### config.mk
export PLATFORM = sky130hd
export DESIGN_NAME = pdi_top
export DESIGN_NICKNAME = d
export VERILOG_FILES = /design/src/pdi_pkg.sv /design/src/pdi_top.sv
export VERILOG_INCLUDE_DIRS = /design/src
export SDC_FILE = /design/constraint.sdc
export NUM_CORES = 1
export LEC_CHECK = 0
export BUFFER_PORTS_ARGS = -buffer_cell sky130_fd_sc_hd__buf_2
export CAP_MARGIN = 30
export CORE_UTILIZATION = 63
export DETAILED_ROUTE_END_ITERATION = 10
export GPL_ROUTABILITY_DRIVEN = 0
export PLACE_DENSITY = 0.93
export REMOVE_ABC_BUFFERS = 1
export SYNTH_ARGS = -nofsm -noshare
export SYNTH_HDL_FRONTEND = slang
export SYNTH_SLANG_ARGS = --single-unit
### constraint.sdc
create_clock -name clock -period 7.79 [get_ports clock]
set_clock_uncertainty 0.05 [all_clocks]
set_input_delay 0.779 -clock clock [delete_from_list [all_inputs] [get_ports clock]]
set_output_delay 0.779 -clock clock [all_outputs]
set_load 0.05 [all_outputs]
### src/pdi_cfg.svh
// constants for the prescaler divider init block: offsets, fields, reset values, counts
// assumes inclusion by bare name from the design file
`ifndef PDI_CFG_SVH
`define PDI_CFG_SVH
`define PDI_ADDR_PRESCALER_CONTROL 4'h0
`define PDI_ADDR_OSCILLATOR_CONTROL 4'h1
`define PDI_ADDR_RC_TRIM 4'h2
`define PDI_ADDR_STATUS 4'h3
`define PDI_BIT_RESET_CMD 0
`define PDI_BIT_CPU_VIEW 1
`define PDI_BIT_CRYSTAL_ENABLE 1
`define PDI_BIT_EXT_CLOCK_SEL 5
`define PDI_PRESCALER_CONTROL_RESET 8'h00
`define PDI_OSCILLATOR_CONTROL_RESET 8'h00
`define PDI_RC_TRIM_RESET 8'h00
`define PDI_HF_STAGES 8
`define PDI_LF_STAGES 15
`define PDI_CRYSTAL_HZ 32768
`define PDI_CLOCK_HZ 100000000
`define PDI_CRYSTAL_DIV (`PDI_CLOCK_HZ / (2 * `PDI_CRYSTAL_HZ))
`define PDI_COLD_START_CYCLES 32768
`endif

### src/pdi_pkg.sv
// types shared by the prescaler divider init block
// assumes nothing of its surroundings
`default_nettype none
package pdi_pkg;
    typedef enum logic [1:0] {
        PDI_IDLE,
        PDI_SYNC,
        PDI_CLEAR
    } pdi_lf_init_e;
endpackage
`default_nettype wire

### src/pdi_top.sv
// prescaler divider chain with its initialization structure and control registers
// assumes one 100 MHz clock; rc and external clocks arrive as enable pulses, the crystal is emulated from the clock
`timescale 1ns/1ps
`default_nettype none
`include "pdi_cfg.svh"
module pdi_top (
    input wire logic clock,
    input wire logic arst_n,
    input wire logic [3:0] addr,
    input wire logic [7:0] wdata,
    input wire logic wr_en,
    input wire logic rd_en,
    output logic [7:0] rdata,
    input wire logic rc_tick,
    input wire logic ext_tick,
    input wire logic sleep_mode,
    input wire logic test_mode,
    input wire logic cpu_clock_in,
    output logic [`PDI_HF_STAGES-1:0] hf_divider,
    output logic [`PDI_LF_STAGES-1:0] lf_divider,
    output logic low_freq_input_clock,
    output logic cold_start_busy
);
    import pdi_pkg::*;

    // ------------------------------------------------------------------
    // register file
    // ------------------------------------------------------------------
    logic [7:0] osc_q;
    logic [7:0] trim_q;
    logic reset_cmd_q;
    logic xtal_start_q;
    logic crystal_enable;
    logic ext_sel;
    logic [`PDI_HF_STAGES-1:0] hf_q;
    logic [`PDI_LF_STAGES-1:0] lf_q;
    logic lf_clk_q;
    logic [15:0] cold_cnt_q;
    logic cold_q;
    logic lf_init_q;
    pdi_lf_init_e lf_state_q;

    assign crystal_enable = osc_q[`PDI_BIT_CRYSTAL_ENABLE];
    assign ext_sel = osc_q[`PDI_BIT_EXT_CLOCK_SEL];

    // ------------------------------------------------------------------
    // write decode
    // ------------------------------------------------------------------
    // one address compare per register, shared by the pulse detectors below
    logic wr_ctrl;
    logic wr_osc;
    logic wr_trim;
    assign wr_ctrl = wr_en && (addr == `PDI_ADDR_PRESCALER_CONTROL);
    assign wr_osc = wr_en && (addr == `PDI_ADDR_OSCILLATOR_CONTROL);
    assign wr_trim = wr_en && (addr == `PDI_ADDR_RC_TRIM);

    always_ff @(posedge clock or negedge arst_n) begin
        if (!arst_n) begin
            osc_q <= `PDI_OSCILLATOR_CONTROL_RESET;
            trim_q <= `PDI_RC_TRIM_RESET;
        end else begin
            if (wr_osc) begin
                osc_q <= wdata;
            end
            if (wr_trim) begin
                trim_q <= wdata;
            end
        end
    end

    // write of zero ignored, never stored
    always_ff @(posedge clock or negedge arst_n) begin
        if (!arst_n) begin
            reset_cmd_q <= 1'b0;
        end else begin
            reset_cmd_q <= wr_ctrl && wdata[`PDI_BIT_RESET_CMD];
        end
    end

    always_ff @(posedge clock or negedge arst_n) begin
        if (!arst_n) begin
            xtal_start_q <= 1'b0;
        end else begin
            xtal_start_q <= wr_osc && wdata[`PDI_BIT_CRYSTAL_ENABLE] && !crystal_enable;
        end
    end

    // bits 7-2 zero, bit 1 test view, bit 0 reads zero
    always_ff @(posedge clock or negedge arst_n) begin
        if (!arst_n) begin
            rdata <= 8'h00;
        end else if (rd_en) begin
            case (addr)
                `PDI_ADDR_PRESCALER_CONTROL:
                    rdata <= {6'h00, test_mode & cpu_clock_in, 1'b0};
                `PDI_ADDR_OSCILLATOR_CONTROL: rdata <= osc_q;
                `PDI_ADDR_RC_TRIM: rdata <= trim_q;
                `PDI_ADDR_STATUS: begin
                    rdata <= {5'h00, lf_init_q, cold_q, lf_clk_q};
                end
                default: rdata <= 8'h00;
            endcase
        end else begin
            rdata <= 8'h00;
        end
    end

    // ------------------------------------------------------------------
    // crystal emulation and cold start
    // ------------------------------------------------------------------
    localparam int XDIV = `PDI_CRYSTAL_DIV;
    logic [15:0] xdiv_q;
    logic xtal_tick;
    assign xtal_tick = crystal_enable && (xdiv_q == 16'(XDIV - 1));

    always_ff @(posedge clock or negedge arst_n) begin
        if (!arst_n) begin
            xdiv_q <= 16'h0000;
        end else if (!crystal_enable || xtal_tick) begin
            xdiv_q <= 16'h0000;
        end else begin
            xdiv_q <= xdiv_q + 16'h0001;
        end
    end

    // cold start counts crystal half periods after enabling
    always_ff @(posedge clock or negedge arst_n) begin
        if (!arst_n) begin
            cold_cnt_q <= 16'h0000;
            cold_q <= 1'b0;
        end else if (xtal_start_q) begin
            cold_cnt_q <= 16'h0000;
            cold_q <= 1'b1;
        end else if (!crystal_enable) begin
            cold_q <= 1'b0;
        end else if (cold_q && xtal_tick) begin
            cold_cnt_q <= cold_cnt_q + 16'h0001;
            if (cold_cnt_q == 16'(`PDI_COLD_START_CYCLES - 1)) begin
                cold_q <= 1'b0;
            end
        end
    end

    // ------------------------------------------------------------------
    // high-frequency divider
    // ------------------------------------------------------------------
    logic hf_init;
    logic hf_run;
    logic hf_release_q;
    // high part has its own init
    assign hf_init = sleep_mode;
    assign hf_run = ext_sel ? ext_tick : rc_tick;

    always_ff @(posedge clock or negedge arst_n) begin
        if (!arst_n) begin
            hf_q <= '0;
            hf_release_q <= 1'b0;
        end else if (hf_init) begin
            hf_q <= '0;
            hf_release_q <= 1'b0;
        end else if (hf_run) begin
            hf_q <= hf_q + 8'h01;
            hf_release_q <= 1'b1;
        end
    end

    // ------------------------------------------------------------------
    // rc division factor and low clock selection
    // ------------------------------------------------------------------
    logic [2:0] div_log;
    logic [3:0] coarse;
    logic range_sel;
    logic rc_lf_tick;
    logic [2:0] div_log_q;
    assign coarse = trim_q[3:0];
    assign range_sel = trim_q[4];

    // factor from range and coarse trim
    always_comb begin
        div_log = 3'd5;
        if (!range_sel) begin
            if (coarse == 4'h0) div_log = 3'd1;
            else if (coarse == 4'h1) div_log = 3'd2;
            else if (coarse <= 4'h3) div_log = 3'd3;
            else if (coarse <= 4'h8) div_log = 3'd4;
            else div_log = 3'd5;
        end else begin
            if (coarse == 4'h0) div_log = 3'd5;
            else if (coarse <= 4'h2) div_log = 3'd6;
            else div_log = 3'd7;
        end
    end

    // factor applied only when hf_q[6:0] wraps or during hf_init, so no short pulse
    always_ff @(posedge clock or negedge arst_n) begin
        if (!arst_n) begin
            div_log_q <= 3'd1;
        end else if (hf_run && (hf_q[6:0] == 7'h7F || hf_init)) begin
            div_log_q <= div_log;
        end else if (hf_init) begin
            div_log_q <= div_log;
        end
    end

    // ------------------------------------------------------------------
    // rc-derived low clock
    // ------------------------------------------------------------------
    // each lf_tick is half a low clock period, so the mask spans half the
    // factor; a factor of two therefore ticks on every rc edge
    logic [7:0] wrap_mask;
    assign wrap_mask = 8'(((9'h001 << div_log_q) - 9'h001) >> 1);
    assign rc_lf_tick = hf_run && ((hf_q & wrap_mask) == wrap_mask);

    logic lf_tick;
    // crystal feeds the chain when enabled
    assign lf_tick = crystal_enable ? xtal_tick : rc_lf_tick;

    // ------------------------------------------------------------------
    // low-frequency init structure
    // ------------------------------------------------------------------
    logic init_req_q;
    logic soft_req;
    logic xtal_req;
    // software clear dropped during cold start
    // keeping the count intact matters more than honouring a late command
    assign soft_req = reset_cmd_q && !cold_q;
    // crystal start always asks for an init
    assign xtal_req = xtal_start_q;

    always_ff @(posedge clock or negedge arst_n) begin
        if (!arst_n) begin
            init_req_q <= 1'b0;
        end else if (soft_req || xtal_req) begin
            init_req_q <= 1'b1;
        end else if (lf_state_q == PDI_CLEAR && lf_tick) begin
            init_req_q <= 1'b0;
        end
    end

    // ------------------------------------------------------------------
    // low init sequencer
    // ------------------------------------------------------------------
    logic lf_release_ok;
    // external clock: wait for high release
    // holding the low part avoids it starting on a high chain still in init
    assign lf_release_ok = !ext_sel || hf_release_q;

    // request applied on a low clock edge
    // clear completes at the first lf_tick with lf_release_ok, half a low period later unless ext_sel waits on hf_release_q
    always_ff @(posedge clock or negedge arst_n) begin
        if (!arst_n) begin
            lf_state_q <= PDI_IDLE;
            lf_init_q <= 1'b0;
        end else begin
            case (lf_state_q)
                PDI_IDLE: begin
                    lf_init_q <= 1'b0;
                    if (init_req_q) begin
                        lf_state_q <= PDI_SYNC;
                    end
                end
                PDI_SYNC: begin
                    if (lf_tick) begin
                        lf_state_q <= PDI_CLEAR;
                        lf_init_q <= 1'b1;
                    end
                end
                PDI_CLEAR: begin
                    if (lf_tick && lf_release_ok) begin
                        lf_state_q <= PDI_IDLE;
                        lf_init_q <= 1'b0;
                    end
                end
                default: begin
                    lf_state_q <= PDI_IDLE;
                    lf_init_q <= 1'b0;
                end
            endcase
        end
    end

    // ------------------------------------------------------------------
    // low-frequency chain
    // ------------------------------------------------------------------
    logic lf_clear;
    // crystal start clear lands even while cold
    // clear wins over counting, so a tick in the clear cycle is dropped
    assign lf_clear = sleep_mode || lf_init_q;

    always_ff @(posedge clock or negedge arst_n) begin
        if (!arst_n) begin
            lf_q <= '0;
            lf_clk_q <= 1'b0;
        end else if (lf_clear) begin
            lf_q <= '0;
            lf_clk_q <= 1'b0;
        end else if (lf_tick) begin
            lf_clk_q <= ~lf_clk_q;
            if (lf_clk_q) begin
                lf_q <= lf_q + 15'h0001;
            end
        end
    end

    // ------------------------------------------------------------------
    // outputs
    // ------------------------------------------------------------------
    always_ff @(posedge clock or negedge arst_n) begin
        if (!arst_n) begin
            hf_divider <= '0;
            lf_divider <= '0;
            low_freq_input_clock <= 1'b0;
            cold_start_busy <= 1'b0;
        end else begin
            hf_divider <= hf_q;
            lf_divider <= lf_q;
            low_freq_input_clock <= lf_clk_q;
            cold_start_busy <= cold_q;
        end
    end
endmodule // pdi_top
`default_nettype wire

After elaboration in Yosys (flattened, before gate mapping)

Index checks and enable logic that the tools add are counted.

Flip-flop bits (word level): 116
Input bits: 21
Logic and storage cells: 122

Add/subtract/negate cells: 5
Order comparisons: 3
Eq/ne operators: 15
Shift-type cells: 1
Mux-type cells: 39
Bitwise logic cells: 3
Reductions and logical operators: 36

Operators with widths:

| operator                                                       | count |
|---|---|
| two-way mux 16 bit                                             | 4 |
| two-way mux 15 bit                                             | 3 |
| adder 16 x 1 -> 16 bit, second input constant                  | 2 |
| case mux 8 bit (4 select lines)                                | 1 |
| two-way mux 8 bit                                              | 3 |
| two-way mux 3 bit                                              | 6 |
| equality test 16 x 11 -> 1 bit, second input constant          | 1 |
| equality test 16 x 15 -> 1 bit, second input constant          | 1 |
| two-way mux 1 bit                                              | 16 |
| adder 15 x 1 -> 15 bit, second input constant                  | 1 |
| nonzero test 2 bit                                             | 7 |
| logical AND 1 bit                                              | 13 |
| << shifter 1 x 3 -> 9 bit, first input constant                | 1 |
| subtractor 9 x 1 -> 9 bit, second input constant               | 1 |
| adder 8 x 1 -> 8 bit, second input constant                    | 1 |
| AND 8 bit                                                      | 1 |
| equality test 4 x 1 -> 1 bit, second input constant            | 2 |
| equality test 4 x 2 -> 1 bit, second input constant            | 2 |
| equality test 8 bit                                            | 1 |
| less-or-equal comparator 4 x 2 -> 1 bit, second input constant | 2 |
| zero test 4 bit                                                | 2 |
| two-way mux 2 bit                                              | 4 |
| AND reduction 2 bit                                            | 4 |
| equality test 7 bit, second input constant                     | 1 |
| 14 further kinds                                               | 22 |

Logic depth before layout (Yosys ltp)

Depth in word-level cells: 9
Gate-level depth with buffers: 11
Gate-level depth less buffers: 8

Least setup slack after synthesis

OpenSTA, ideal clock, no wires.

Path type: register to register
Start point: register xdiv_q[12]
End point: register lf_q[11]
Library setup time: 0.078 ns
Arrival time: 2.360 ns
Path slack: 5.302 ns
Cell stages (with the launch flop): 9
Path buffers: 2
Period minus slack after synthesis: 2.488 ns
Path through: dfrtp_1 > or4b_1 > or4_1 > buf_6 > nor2_8 > a2bb2oi_2 > buf_6 > or4_1 > a21oi_1

Word-level cells in the longest chain between the ends: 5

Ends and longest elaborated chain:

| what                           | line           | source |
|---|---|---|
| start: declaration             | pdi_top.sv:112 | `logic [15:0] xdiv_q;` |
| start signal: assignment       | pdi_top.sv:122 | `xdiv_q <= xdiv_q + 16'h0001;` |
| equality test 16 x 11 -> 1 bit | pdi_top.sv:114 | `assign xtal_tick = crystal_enable && (xdiv_q == 16'(XDIV - 1));` |
| logical AND 1 bit              | pdi_top.sv:114 |  |
| two-way mux 1 bit              | pdi_top.sv:216 | `assign lf_tick = crystal_enable ? xtal_tick : rc_lf_tick;` |
| nonzero test 2 bit (no line)   | n/a            |  |
| AND reduction 2 bit (no line)  | n/a            |  |
| end signal: assignment         | pdi_top.sv:300 | `lf_q <= lf_q + 15'h0001;` |
| end: declaration               | pdi_top.sv:36  | `` logic [`PDI_LF_STAGES-1:0] lf_q; `` |

No other way between the ends.
A chain may end at the register's enable or synchronous reset.

Worst setup path after layout

Start point: register xdiv_q[12]
End point: register lf_q[13]

The elaborated chain is that of the path after synthesis.

==> results.py <==
metrics = {
    "global_routing": {
        "grt_pass1_vias": 3796,
        "overflow": 0,
        "antenna_found_initial": 0,
        "grt_first_pass_wirelength_mm": 18.14,
        "track_usage_pct": 28.37,
        "grt_max_degree": 84,
    },
    "clocking": {
        "cts_resized": 0,
        "clk_pin_slew_worst_paths_ps": 50,
        "insertion_delay_ps": 520,
        "htree_levels": 4,
        "max-clock-path-buffers": 2,
        "cts_buffers": 17,
        "cts_setup_buffers": 0,
        "hold_buffers": 0,
        "tritoncts": "done",
        "cts_sinks": 116,
        "cts_root_buffer": "clkbuf_8",
    },
    "floorplanning": {
        "dieArea_um2": 8276,
        "die_h_um": 90.98,
        "start_util_pct": 64.88,
        "core.rowCount": 32,
        "fp.coreArea_um2": 7687,
        "fp.dieW_um": 90.98,
        "ioPinCount": 54,
    },
    "worst_setup_path": {
        "slowest_stage": "or4_1",
        "endpoint_kind": "flip-flop",
        "path_buf_inv": 0,
        "cp_top_family": "simple AND/OR/NAND/NOR gates",
        "endpoint": "lf_q[13]",
        "crit_required_ps": 8170,
        "worstReg2RegEnd": "lf_q[13]",
        "cp_max_fo": 22,
        "cpPeakStageDelay_ps": 650,
        "worstPathArrival_ps": 3280,
        "r2r_slack_ps": 4890,
        "crit_top_cell": "or4_1",
        "reg2regPathDepth": 6,
        "crit_chain": "or4b_1 -> or4_1 -> nor2_8 -> a2bb2oi_2 -> or4_1 -> a21oi_1",
        "crit_type": "reg -> reg",
        "cp-startpoint": "xdiv_q[12]",
        "critPathLaunchType": "flip-flop",
        "cp.depth": 6,
        "r2r_start": "xdiv_q[12]",
    },
    "sta": {
        "setup_viol": 0,
        "drv_slew": 0,
        "period_share_pct": 37.18,
        "rsz0062_at_grt": "no",
        "max_clock_freq_ghz": 0.3453,
        "setup_tns_ps": 0,
        "slew_headroom_pct": 40.31,
        "hold_viol_final": 0,
        "tightestPinTransition_ps": 894.5,
        "holdWs_ps": 151.6,
        "min_period_ps": 2896,
    },
    "detailed_routing": {
        "drc_errors": 0,
        "wl_met2_mm": 5.935,
        "viasPerCell": 6.174,
        "wl_per_cell_um": 18.12,
        "antenna_left": 0,
        "firstDrtPassIters": 5,
        "top_layer": "met4",
        "wl_met3_um": 723,
        "wirelength_mm": 11.33,
        "vias": 3859,
        "drtIter0Drc": 244,
        "drt-met1-wl_mm": 4.410,
    },
    "power_and_ir_drop": {
        "powerDensity_nw_per_um2": 277.6,
        "clockPowerShare_pct": 47.4,
        "p_sw_share_pct": 25.07,
        "pwr-share-seq_pct": 42.1,
        "p_comb_share_pct": 10.4,
        "p_switching_uw": 414.6,
        "internal-power_mw": 1.239,
        "power.leakage_nw": 2.856,
        "peakVddDrop_mv": 0.1611,
        "power_mw": 1.654,
    },
    "yosys": {
        "yosys_warnings": 0,
        "yosys.area.top_type_share_pct": 57.70,
        "avgSynthCellArea_um2": 11.13,
        "ys.flop_type": "dfrtp_1",
        "ys_seq_elements": 116,
        "yosysTopAreaCell": "dfrtp_1",
        "synth-edff-count": 0,
        "synthTopCellsByArea": "dfrtp_1 (58%), nor2_1 (4.4%), mux2_2 (4.3%)",
        "syn_inst": 448,
        "synthDistinctLibCells": 51,
        "seq_area_frac_synth_pct": 58.23,
        "netlist_area_um2": 4987,
        "async_reset_ff_share_pct": 100.0,
    },
    "cells_and_area": {
        "nNetsFinal": 537,
        "layout-drive-gt1-share_pct": 21.03,
        "stdcell_count": 625,
        "syn2layout_area_growth_pct": 19.44,
        "diodes": 0,
    },
    "placed_design": {
        "hpwl_mm": 6.569,
        "dp.cells": 592,
        "numPortBuffers": 53,
    },
    "worst_hold_path": {
        "holdCritPathClass": "in -> async",
    },
    "status": {
        "status": "finished, final reports clean",
    },
    "run": {
        "cap_violations": 0,
    },
}
[metrics by stage]
stage / utilization (%) / worst slack [ps] / instance area (um^2)
after CTS: 77.03 / 4907 / 5922
final: 77.49 / 4894 / 5957
after global placement: 69.29 / 5083 / 5326
after detailed placement: 69.29 / 4927 / 5326
after floorplan: - / 5199 / 4923
after global routing: 77.49 / 4725 / 5957
[worst min path at each step]
| stage | start | end | slack (ps) | cells past startpoint |
|---|---|---|---|---|
| 2_1_floorplan | lf_q[14] | lf_divider[14] | 320 | 0 |
| 3_3_place_gp | lf_q[14] | lf_divider[14] | 330 | 0 |
| 3_5_place_dp | hf_q[7] | hf_divider[7] | 340 | 0 |
| 4_1_cts | arst_n | lf_divider[14] | 160 | 1 |
| 5_1_grt | arst_n | lf_divider[2] | 190 | 1 |
| 6_report | arst_n | lf_divider[4] | 150 | 1 |
[routing by layer]
layer / up-vias / track usage [%]
li1: 1715 / -
met1: 1910 / 34.26
met2: 200 / 47.73
met3: 34 / 7.454
met4: 0 / 13.23
met5: - / 0
[synth_stat cells (2+ instances only)]
| library cell | count |
|---|---|
| nand2_1 | 37 |
| a21oi_1 | 19 |
| ha_1 | 5 |
| dfrtp_1 | 115 |
| mux2_2 | 19 |
| inv_1 | 13 |
| o2bb2ai_1 | 2 |
| mux2i_1 | 8 |
| nand4_1 | 11 |
| a41o_1 | 3 |
| nor2_1 | 59 |
| nand2b_1 | 6 |
| xnor2_1 | 12 |
| a31oi_1 | 3 |
| nand3_1 | 18 |
| o21ai_0 | 11 |
| or3_1 | 12 |
| and3_1 | 5 |
| nor3b_1 | 2 |
| clkbuf_1 | 9 |
| o31ai_1 | 6 |
| xor2_1 | 18 |
| and4_1 | 4 |
| buf_6 | 2 |
| nand3b_1 | 2 |
| nor2b_1 | 4 |
| or4_1 | 7 |
| nor3_1 | 4 |
| a211oi_1 | 3 |
| nor4_1 | 2 |
| a22oi_1 | 7 |
[cell usage in the layout, fill, tap and decap left out, drive strengths merged, types with 13 or more instances in the layout]
cell type,netlist,layout
buf,3,56
clkbuf,9,21
mux2,19,19
nor2,60,60
a21oi,19,19
xor2,18,18
nand3,18,18
inv,13,13
nand2,37,37
dfrtp,115,115
[power by group through the flow]
stage	Sequential, mW	Clock (mW)	Combinational (mW)
finish	0.697	0.785	0.172
global route	0.701	0.817	0.187
CTS	0.694	0.786	0.167
detailed placement	0.703	0	0.162
global placement	0.698	0	0.153
floorplan	0.702	0	0.100
[worst register-to-register path: cells and delay by family (launching register included)]
family             cells  cell delay, ps
AOI/OAI and AO/OA      2             430
DFF                    1             420
and+or+nand+nor        4            1930
[cell families after synthesis]
family	share of synthesized area, %
AO/OA/AOI/OAI	8.605
multiplexers	5.896
XOR/XNOR	5.268
buffers and inverters	2.258
flip-flops	58.23
AND/OR/NAND/NOR	18.49
adder cells (fa/ha/maj)	1.254
[final cells by class]
cell class / instances / area (um^2)
Clock buffer: 21 / 439.2
Clock inverter: 10 / 156.4
Fill cell: 443 / 1730
Inverter: 13 / 48.80
Multi-Input combinational cell: 307 / 1971
Sequential cell: 116 / 2904
Tap cell: 102 / 127.6
Timing Repair Buffer: 56 / 310.3
[sequential cells by signal, summed over array words and instances, names as in the netlist]
name / count
hf_q: 8
osc_q: 8
lf_divider: 15
xtal_req: 1
low_freq_input_clock: 1
lf_q: 15
div_log_q: 3
hf_divider: 8
cold_cnt_q: 16
cold_start_busy: 1
xdiv_q: 16
trim_q: 8
reset_cmd_q: 1
hf_release_q: 1
cold_q: 1
lf_clk_q: 1
rdata: 8
lf_init_q: 1
init_req_q: 1
lf_state_q: 2
Note: power is estimated with default switching activity, not from simulation.
